<file path="config.mk">
export PLATFORM = sky130hd
export DESIGN_NAME = vlf_line_fetch
export DESIGN_NICKNAME = d
export VERILOG_FILES = /design/src/vlf_sync.v /design/src/vlf_line_fetch.v
export VERILOG_INCLUDE_DIRS = /design/src
export SDC_FILE = /design/constraint.sdc
export NUM_CORES = 1
export LEC_CHECK = 0
export ABC_AREA = 1
export BUFFER_PORTS_ARGS = -buffer_cell sky130_fd_sc_hd__buf_2
export CORE_MARGIN = 1.5
export CORE_UTILIZATION = 55
export CTS_CLUSTER_SIZE = 28
export DETAILED_ROUTE_END_ITERATION = 8
export GPL_ROUTABILITY_DRIVEN = 0
export PLACE_DENSITY_LB_ADDON = 0.25
export REMOVE_ABC_BUFFERS = 1
export SETUP_SLACK_MARGIN = 0.4
export SLEW_MARGIN = 20
export SYNTH_ARGS = -nofsm -noshare
export SYNTH_HDL_FRONTEND = slang
export SYNTH_SLANG_ARGS = --single-unit
</file>
<file path="constraint.sdc">
create_clock -name clock -period 4.35 [get_ports clock]
set_clock_uncertainty 0.15 [all_clocks]
set_input_delay 0.87 -clock clock [delete_from_list [all_inputs] [get_ports clock]]
set_output_delay 0.87 -clock clock [all_outputs]
set_load 0.05 [all_outputs]
</file>
<file path="src/vlf_defines.vh">
// Constants for the video line fetch and attribute block
`ifndef VLF_DEFINES_VH
`define VLF_DEFINES_VH

// Register offsets (byte addresses)
`define VLF_REG_CTRL       8'h00
`define VLF_REG_STATUS     8'h04
`define VLF_REG_ULSCAN     8'h08

// Control register fields
`define VLF_CTRL_REVSCR    0
`define VLF_CTRL_BASEATTR  1
`define VLF_CTRL_BLINKFF   2
`define VLF_CTRL_DBLWIDTH  3
`define VLF_CTRL_DBLHEIGHT 4
`define VLF_CTRL_W         5
`define VLF_CTRL_RESET     5'h00

// Status register fields
`define VLF_STAT_HOLD      0
`define VLF_STAT_TERM      1
`define VLF_STAT_NSZ       2
`define VLF_STAT_BLANK     3
`define VLF_STAT_HCNT_LO   4
`define VLF_STAT_HCNT_HI   6

// Underline scan: ninth scan of the cell
`define VLF_ULSCAN_RESET   4'h8

// Character-time windows after the rise of horizontal blank
`define VLF_BND_FIRST      3'h1
`define VLF_BND_LAST       3'h2
`define VLF_GATE_FIRST     3'h1
`define VLF_GATE_LAST      3'h3
`define VLF_CLR_FIRST      3'h1
`define VLF_HCNT_MAX       3'h7
`define VLF_DBL_EXT        2

// Beam levels {high, low}
`define VLF_LVL_OFF        2'h0
`define VLF_LVL_DIM        2'h1
`define VLF_LVL_NORM       2'h2
`define VLF_LVL_BRIGHT     2'h3

// Timing: minimum dot width and clock period in ns
`define VLF_DOT_MIN_NS     80
`define VLF_CLK_NS         40

`endif

</file>
<file path="src/vlf_sync.v">
// Three-stage pin synchroniser with agreement filter
`timescale 1ns/10ps
module vlf_sync #(
  parameter W = 1
) (
  clock,
  rst,
  pin_in,
  level_out
);
  input  wire         clock;
  input  wire         rst;
  input  wire [W-1:0] pin_in;
  output reg  [W-1:0] level_out;

  reg [W-1:0] s1_r;
  reg [W-1:0] s2_r;
  reg [W-1:0] s3_r;

  // s1_r feeds only s2_r to keep metastability out of the filter
  genvar i;
  generate
    for (i = 0; i < W; i = i + 1) begin : g_bit
      always @(posedge clock) begin
        if (rst) begin
          s1_r[i]      <= 1'b0;
          s2_r[i]      <= 1'b0;
          s3_r[i]      <= 1'b0;
          level_out[i] <= 1'b0;
        end else begin
          s1_r[i] <= pin_in[i];
          s2_r[i] <= s1_r[i];
          s3_r[i] <= s2_r[i];
          if (s2_r[i] == s3_r[i]) begin
            level_out[i] <= s3_r[i];
          end
        end
      end
    end
  endgenerate

endmodule // vlf_sync

</file>
<file path="src/vlf_line_fetch.v">
// Line fetch request timing, line end, blanking and attribute video
//
// Function
// - Address load ending a scroll-zone fetch clears the zone flag.
// - Fetch request ends on line end marker or blank, first wins.
// - Horizontal blank blanks video, clears latch, times the counter.
// - Counter after blank gives two-char boundary window, three-char gate.
// - Boundary window opens with gate, closes a char earlier, so scroll entry sets flag in time.
// - With zero scan, request rises four characters after blank rise.
// - Unterminated request drops at the next rise of horizontal blank.
// - Line end marker sampled every character edge; latch ends request.
// - After line end: blank in normal screen, dim in reverse screen.
// - Line-end latch holds itself set; only its clear resets it.
// - Latch clear starts one char after blank, held until first char.
// - Internal blanking delays the blank fall to the next character edge.
// - Double width or height ends request two characters later.
// - Attributes from four pins; base flag makes reverse pin underline.
// - Resolved attributes pass a 4-bit latch on the character edge.
// - Normal dot drives high beam output; bold drives both outputs.
// - Reverse is pin XOR screen; dim background, bold gives normal.
// - Blink on non-reversed cells drops to the next lower level.
// - Underline scan lit at cell level, or black when reversed.
// - Dot stretched by one dot time, ORed, minimum width 80 ns.
// - Zero scan of counter in use triggers a new line's fetch.
// - New-scroll-zone flag forces a fetch without zero scan.
//
// Added by the designer: the address-and-strobe port and the placing of the registers.
`timescale 1ns/10ps
`include "vlf_defines.vh"
module vlf_line_fetch (
  clock,
  rst,
  char_clk,
  dot_clk,
  hblank,
  line_end,
  dot_in,
  attr_reverse,
  attr_underline_n,
  attr_bold_n,
  attr_blink_n,
  scan_zero,
  scroll_enter,
  scan_count,
  reg_addr,
  reg_wdata,
  reg_wr,
  reg_rd,
  reg_rdata,
  fetch_hold_req,
  fetch_address_load,
  vid_out
);
  input  wire        clock;
  input  wire        rst;
  input  wire        char_clk;
  input  wire        dot_clk;
  input  wire        hblank;
  input  wire        line_end;
  input  wire        dot_in;
  input  wire        attr_reverse;
  input  wire        attr_underline_n;
  input  wire        attr_bold_n;
  input  wire        attr_blink_n;
  input  wire        scan_zero;
  input  wire        scroll_enter;
  input  wire [3:0]  scan_count;
  input  wire [7:0]  reg_addr;
  input  wire [31:0] reg_wdata;
  input  wire        reg_wr;
  input  wire        reg_rd;
  output reg  [31:0] reg_rdata;
  output reg         fetch_hold_req;
  output reg         fetch_address_load;
  output reg  [1:0]  vid_out;

  // Stretch time in clock cycles, rounded up, at least one
  localparam integer DOT_MIN_CYC =
    (`VLF_DOT_MIN_NS + `VLF_CLK_NS - 1) / `VLF_CLK_NS;

  ////////////////////////////////////////////////////////////////////////////
  // Pin synchronisation and edges

  wire [8:0] pins_s;
  wire       chclk_s;
  wire       dotclk_s;
  wire       hblank_s;
  wire       lend_s;
  wire       dot_s;
  wire       rev_s;
  wire       ul_n_s;
  wire       bold_n_s;
  wire       blink_n_s;

  vlf_sync #(
    .W (9)
  ) u_sync (
    .clock     (clock),
    .rst       (rst),
    .pin_in    ({attr_blink_n, attr_bold_n, attr_underline_n,
                 attr_reverse, dot_in, line_end, hblank, dot_clk,
                 char_clk}),
    .level_out (pins_s)
  );

  assign chclk_s   = pins_s[0];
  assign dotclk_s  = pins_s[1];
  assign hblank_s  = pins_s[2];
  assign lend_s    = pins_s[3];
  assign dot_s     = pins_s[4];
  assign rev_s     = pins_s[5];
  assign ul_n_s    = pins_s[6];
  assign bold_n_s  = pins_s[7];
  assign blink_n_s = pins_s[8];

  reg chclk_q_r;
  reg dotclk_q_r;
  reg hblank_q_r;

  wire ch_edge     = chclk_s & ~chclk_q_r;
  wire dot_edge    = dotclk_s & ~dotclk_q_r;
  wire hblank_rise = hblank_s & ~hblank_q_r;

  always @(posedge clock) begin
    if (rst) begin
      chclk_q_r  <= 1'b0;
      dotclk_q_r <= 1'b0;
      hblank_q_r <= 1'b0;
    end else begin
      chclk_q_r  <= chclk_s;
      dotclk_q_r <= dotclk_s;
      hblank_q_r <= hblank_s;
    end
  end

  ////////////////////////////////////////////////////////////////////////////
  // Register file

  reg [`VLF_CTRL_W-1:0] ctrl_r;
  reg [3:0]             ul_scan_r;

  wire rev_screen = ctrl_r[`VLF_CTRL_REVSCR];
  wire base_attr  = ctrl_r[`VLF_CTRL_BASEATTR];
  wire blink_ff   = ctrl_r[`VLF_CTRL_BLINKFF];
  wire dbl_mode   = ctrl_r[`VLF_CTRL_DBLWIDTH] | ctrl_r[`VLF_CTRL_DBLHEIGHT];

  function is_addr;
    input [7:0] a;
    input [7:0] off;
    begin
      is_addr = (a == off);
    end
  endfunction

  always @(posedge clock) begin
    if (rst) begin
      ctrl_r    <= `VLF_CTRL_RESET;
      ul_scan_r <= `VLF_ULSCAN_RESET;
    end else if (reg_wr) begin
      if (is_addr(reg_addr, `VLF_REG_CTRL)) begin
        ctrl_r <= reg_wdata[`VLF_CTRL_W-1:0];
      end
      if (is_addr(reg_addr, `VLF_REG_ULSCAN)) begin
        ul_scan_r <= reg_wdata[3:0];
      end
    end
  end

  ////////////////////////////////////////////////////////////////////////////
  // Character counter after horizontal blank

  reg [2:0] hcnt_r;
  reg       hrun_r;

  always @(posedge clock) begin
    if (rst) begin
      hcnt_r <= 3'h0;
      hrun_r <= 1'b0;
    end else if (hblank_rise) begin
      hcnt_r <= 3'h0;
      hrun_r <= 1'b1;
    end else if (ch_edge && hrun_r) begin
      if (hcnt_r == `VLF_HCNT_MAX) begin
        hrun_r <= 1'b0;
      end else begin
        hcnt_r <= hcnt_r + 3'h1;
      end
    end
  end

  // Boundary window opens with the gate but closes a character earlier
  wire bnd_win  = hrun_r && hcnt_r >= `VLF_BND_FIRST
                         && hcnt_r <= `VLF_BND_LAST;
  wire gate_win = hrun_r && hcnt_r >= `VLF_GATE_FIRST
                         && hcnt_r <= `VLF_GATE_LAST;
  wire gate_fall = ch_edge && gate_win && hcnt_r == `VLF_GATE_LAST;
  wire gate_rise = gate_fall;

  ////////////////////////////////////////////////////////////////////////////
  // Line-end latch and its clear window

  reg term_r;
  reg term_clr_r;

  always @(posedge clock) begin
    if (rst) begin
      term_clr_r <= 1'b0;
    end else if (!hblank_s) begin
      term_clr_r <= 1'b0;
    end else if (hrun_r && hcnt_r >= `VLF_CLR_FIRST) begin
      term_clr_r <= 1'b1;
    end
  end

  // Clear dominates as a level, like an asynchronous clear input
  always @(posedge clock) begin
    if (rst) begin
      term_r <= 1'b0;
    end else if (term_clr_r) begin
      term_r <= 1'b0;
    end else if (ch_edge) begin
      term_r <= term_r | lend_s;
    end
  end

  ////////////////////////////////////////////////////////////////////////////
  // Fetch request generation

  reg       nsz_r;
  reg       hold_r;
  reg       hold_nsz_r;
  reg       hold_old_r;
  reg [`VLF_DBL_EXT-1:0] hold_dly_r;
  reg       hold_out_q_r;

  wire trigger  = scan_zero | nsz_r;
  wire hold_set = gate_rise && trigger && !term_r;
  wire hold_out = hold_r | (dbl_mode & hold_dly_r[`VLF_DBL_EXT-1]);
  wire ld_pulse = hold_out_q_r & ~hold_out;

  always @(posedge clock) begin
    if (rst) begin
      hold_r     <= 1'b0;
      hold_nsz_r <= 1'b0;
      hold_old_r <= 1'b0;
    end else if (hold_r && (term_r || hblank_rise)) begin
      hold_r     <= 1'b0;
      hold_old_r <= 1'b0;
    end else if (hold_r && hold_old_r && gate_fall) begin
      hold_r     <= 1'b0;
      hold_old_r <= 1'b0;
    end else if (hold_set) begin
      hold_r     <= 1'b1;
      hold_nsz_r <= nsz_r;
      hold_old_r <= 1'b0;
    end else if (hold_r && gate_fall) begin
      hold_old_r <= 1'b1;
    end
  end

  // Copy delayed by whole characters for the double-size extension
  always @(posedge clock) begin
    if (rst) begin
      hold_dly_r <= {`VLF_DBL_EXT{1'b0}};
    end else if (ch_edge) begin
      hold_dly_r <= {hold_dly_r[`VLF_DBL_EXT-2:0], hold_r};
    end
  end

  // Set wins over the clear from the address load
  always @(posedge clock) begin
    if (rst) begin
      nsz_r <= 1'b0;
    end else if (scroll_enter && bnd_win) begin
      nsz_r <= 1'b1;
    end else if (ld_pulse && hold_nsz_r) begin
      nsz_r <= 1'b0;
    end
  end

  always @(posedge clock) begin
    if (rst) begin
      hold_out_q_r       <= 1'b0;
      fetch_hold_req     <= 1'b0;
      fetch_address_load <= 1'b0;
    end else begin
      hold_out_q_r       <= hold_out;
      fetch_hold_req     <= hold_out;
      fetch_address_load <= ld_pulse;
    end
  end

  ////////////////////////////////////////////////////////////////////////////
  // Internal blanking

  reg blank_r;

  always @(posedge clock) begin
    if (rst) begin
      blank_r <= 1'b1;
    end else if (hblank_s) begin
      blank_r <= 1'b1;
    end else if (ch_edge) begin
      blank_r <= 1'b0;
    end
  end

  ////////////////////////////////////////////////////////////////////////////
  // Attribute resolution and latch

  // Reverse pin doubles as underline when the base flag is set
  wire a_rev   = (base_attr ? 1'b0 : rev_s) ^ rev_screen;
  wire a_ul    = ~ul_n_s | (base_attr & rev_s);
  wire a_bold  = ~bold_n_s;
  wire a_blink = ~blink_n_s;

  reg [3:0] attr_r;

  always @(posedge clock) begin
    if (rst) begin
      attr_r <= 4'h0;
    end else if (ch_edge) begin
      attr_r <= {a_blink, a_bold, a_ul, a_rev};
    end
  end

  ////////////////////////////////////////////////////////////////////////////
  // Dot stretcher

  // Hold a new dot for the minimum width so narrow dots reach full beam
  reg       dot_d_r;
  reg [3:0] stretch_r;

  always @(posedge clock) begin
    if (rst) begin
      dot_d_r   <= 1'b0;
      stretch_r <= 4'h0;
    end else begin
      if (dot_edge) begin
        dot_d_r <= dot_s;
      end
      if (dot_s) begin
        stretch_r <= DOT_MIN_CYC[3:0];
      end else if (stretch_r != 4'h0) begin
        stretch_r <= stretch_r - 4'h1;
      end
    end
  end

  wire dot_lit = dot_s | dot_d_r | (stretch_r != 4'h0);

  ////////////////////////////////////////////////////////////////////////////
  // Beam level

  reg [1:0] lvl;
  reg       lit;
  reg       blink_on;

  always @* begin
    lit      = dot_lit | (attr_r[1] && scan_count == ul_scan_r);
    blink_on = attr_r[3] & blink_ff;
    lvl      = `VLF_LVL_OFF;
    if (!attr_r[0]) begin
      if (lit) begin
        if (attr_r[2]) begin
          lvl = blink_on ? `VLF_LVL_NORM : `VLF_LVL_BRIGHT;
        end else begin
          lvl = blink_on ? `VLF_LVL_DIM : `VLF_LVL_NORM;
        end
      end
    end else if (!blink_on) begin
      if (!lit) begin
        lvl = attr_r[2] ? `VLF_LVL_NORM : `VLF_LVL_DIM;
      end
    end else if (lit) begin
      lvl = attr_r[2] ? `VLF_LVL_BRIGHT : `VLF_LVL_NORM;
    end
  end

  always @(posedge clock) begin
    if (rst) begin
      vid_out <= `VLF_LVL_OFF;
    end else if (blank_r) begin
      vid_out <= `VLF_LVL_OFF;
    end else if (term_r) begin
      vid_out <= rev_screen ? `VLF_LVL_DIM : `VLF_LVL_OFF;
    end else begin
      vid_out <= lvl;
    end
  end

  ////////////////////////////////////////////////////////////////////////////
  // Register read

  always @(posedge clock) begin
    if (rst) begin
      reg_rdata <= 32'h0;
    end else if (reg_rd) begin
      reg_rdata <= 32'h0;
      if (is_addr(reg_addr, `VLF_REG_CTRL)) begin
        reg_rdata[`VLF_CTRL_W-1:0] <= ctrl_r;
      end
      if (is_addr(reg_addr, `VLF_REG_STATUS)) begin
        reg_rdata[`VLF_STAT_HOLD]  <= hold_out;
        reg_rdata[`VLF_STAT_TERM]  <= term_r;
        reg_rdata[`VLF_STAT_NSZ]   <= nsz_r;
        reg_rdata[`VLF_STAT_BLANK] <= blank_r;
        reg_rdata[`VLF_STAT_HCNT_HI:`VLF_STAT_HCNT_LO] <= hcnt_r;
      end
      if (is_addr(reg_addr, `VLF_REG_ULSCAN)) begin
        reg_rdata[3:0] <= ul_scan_r;
      end
    end else begin
      reg_rdata <= 32'h0;
    end
  end

endmodule // vlf_line_fetch

</file>
==> metrics.cfg <==
[status]
outcome=finished, final reports clean

[floorplan]
start_util=0.580
die_w_microns=79.9
rows=27
coreArea_sq_mm=0.00561
die_height_microns=79.9
ios=95
die-area_sq_mm=0.00638

[pwr]
power.internal_mw=1.09
p_seq_frac=0.528
ir_worst_vdd_mv=0.217
pwr-share-clk=0.379
switching_share=0.251
p_comb_frac=0.093
p_leak_nw=1.69
netSwitchingPower_uw=364
power_density_mw_per_mm2=399
fin_total_pwr_mw=1.45

[logic_synthesis]
ys_seq_elements=81
netlist_area_sq_mm=0.00325
ys_types=38
synth_flop_cell=dfxtp_1
ys.warnings.count=0
synthCells=409
yosysSeqAreaShare=0.499
synthArstFlopShare=0
syn_area_per_cell_sq_um=7.95
synth_edf_count=0

[setup_path]
end_kind=register
cpMostUsedCell=inv_1
worst-path-max-fanout=40
cp_slowest_cell=inv_1
r2r_slack_ns=2.63
slowest_delay_ns=0.59
critPathTopFamily=buffers and inverters
crit_chain=buf_2 > buf_4 > inv_1 > nand2_1 > inv_1 > o21ai_0 > a31o_1 > inv_1
cp.required_ns=4.49
worstPathArrival_ns=2.48
path_buf_inv=5
start_kind=input port
path_class=in2reg

[global_route]
grt_max_degree=41
grt_usage=0.182
overflow=0
antenna_found_initial=0
grt_pass1_vias=2136
grt_pass1_wl_microns=8880

[route]
first_pass_iters=6
drt_wl_total_microns=5210
ant_nets=0
drt_iter0_drc=100
wl_per_cell_microns=9.79
drc=0
vias=2435
vias_per_cell=4.58

[cts]
post_cts.repair.setup_buffers=0
clockRootBuffer=clkbuf_8
cts_buffers=9
cts.htree.levels=3
clk_path_buf_depth=2
holdBufCountCts=0
insertion_delay_ns=0.34
cts_tree=built
clk_pin_slew_ns=0.08
cts_resized=0
clock_sinks=81

[placed_design]
numPortBuffers=42
dpl-instance-area_sq_mm=0.00343
dp_hpwl_microns=3690

[finish]
mostFrequentLayoutCell=dfxtp_1
final_cell_area_sq_mm=0.00363
synthToLayoutAreaGrowth_pct=11.8
nets=520
final_cell_mix=81 x dfxtp_1, 78 x nor2_1, 62 x inv_1
diodes=0
drive_gt1_frac=0.165
n_fill_cell=489

[timing]
maxSlewHeadroom=0.510
fmax_mhz=428
hold_violations=0
setup_violations=0
slew_viol_final=0
layout_min_cycle_time_ns=2.34
rsz0062_at_grt=false
post-route-period-util=0.537
hold-worst-slack_ns=0.251
setup-tns-final_ns=0
max_slew.worst_pin.slew_ns=0.734

[min_path]
hold_class=reg2reg

[job]
cap_violations=0

[area by class of cell]
class                   count  area, sq um  share of cell area
multi-input cells         252         1240               0.342
clock buffers              11          151              0.0417
inverters                  68          258              0.0709
clock inverters             5         53.8              0.0148
well taps                  72         90.1              0.0248
repair buffers             43          218              0.0599
flip-flops and latches     81         1620               0.446
[state kept, by name (all words and copies together) (netlist names), 2 cells and up]
| signal | cells |
|---|---|
| stretch_r | 4 |
| attr_r | 4 |
| u_sync.s3_r | 9 |
| u_sync.level_out | 9 |
| vid_out | 2 |
| ctrl_r | 5 |
| hold_dly_r | 2 |
| hcnt_r | 3 |
| reg_rdata | 7 |
| u_sync.s1_r | 9 |
| u_sync.s2_r | 9 |
| ul_scan_r | 4 |
[stage by stage]
step / util / worst slack, ns / cells
after floorplan: - / 2.42 / 401
after global placement: 0.612 / 1.70 / 516
after detailed placement: 0.612 / 1.68 / 516
after CTS: 0.648 / 2.02 / 532
after global routing: 0.648 / 1.77 / 532
final: 0.648 / 2.01 / 532
[worst reg2reg max path, delay by kind of cell (launching register included)]
kind | cells | cell delay [ns]
AND/OR/NAND/NOR | 7 | 0.66
flip-flops | 1 | 0.42
adder cells (fa/ha/maj) | 2 | 0.40
[power groups by stage]
| stage | Clock [mW] | Sequential (mW) | Combinational (mW) |
|---|---|---|---|
| global route | 0.596 | 0.767 | 0.151 |
| CTS | 0.563 | 0.765 | 0.136 |
| floorplan | 0 | 0.781 | 0.103 |
| detailed placement | 0 | 0.783 | 0.135 |
| finish | 0.550 | 0.765 | 0.135 |
| global placement | 0 | 0.782 | 0.132 |
[final timing paths]
path | from | endpoint | depth (start not counted)
hold / removal | u_sync.s1_r[4] | u_sync.s2_r[4] | 2
hold reg to reg | u_sync.s1_r[4] | u_sync.s2_r[4] | 2
setup reg to reg | hcnt_r[0] | hold_nsz_r | 9
setup / recovery | rst | reg_rdata[2] | 8
[synthesized netlist by cell type (2+ instances only)]
master     n  share of area
a211oi_1   4         0.0092
a21oi_1   30          0.046
a31o_1     2         0.0054
buf_1      3         0.0035
buf_2      2         0.0031
buf_4     26          0.060
clkinv_1   2         0.0023
clkinv_2   2         0.0031
dfxtp_1   81           0.50
ha_1       6          0.023
inv_1     62          0.072
inv_2      2         0.0023
nand2_1   42          0.048
nand3_1   10          0.015
nand4_1    2         0.0038
nand4_2    2         0.0077
nor2_1    78          0.090
nor2_2     2         0.0038
nor3_1     2         0.0031
nor3_2     2         0.0062
o211ai_1   2         0.0046
o21ai_0   28          0.043
xor2_1     2         0.0054
[metal layers]
metal | up-vias | global-route usage | routed length, microns
met5 | - | 0 | 0
met4 | 0 | 0.0810 | 91
met3 | 9 | 0.0560 | 257
met2 | 55 | 0.303 | 2360
met1 | 1052 | 0.215 | 2510
li1 | 1319 | - | -
[cell families after synthesis]
group,share of synthesized area
xor+xnor,0.00808
simple gates,0.204
other cells,0.00115
fa+ha+maj,0.0231
flops,0.499
buf+inv,0.147
compound gates,0.119
Note: power is estimated with default switching activity, not from simulation.
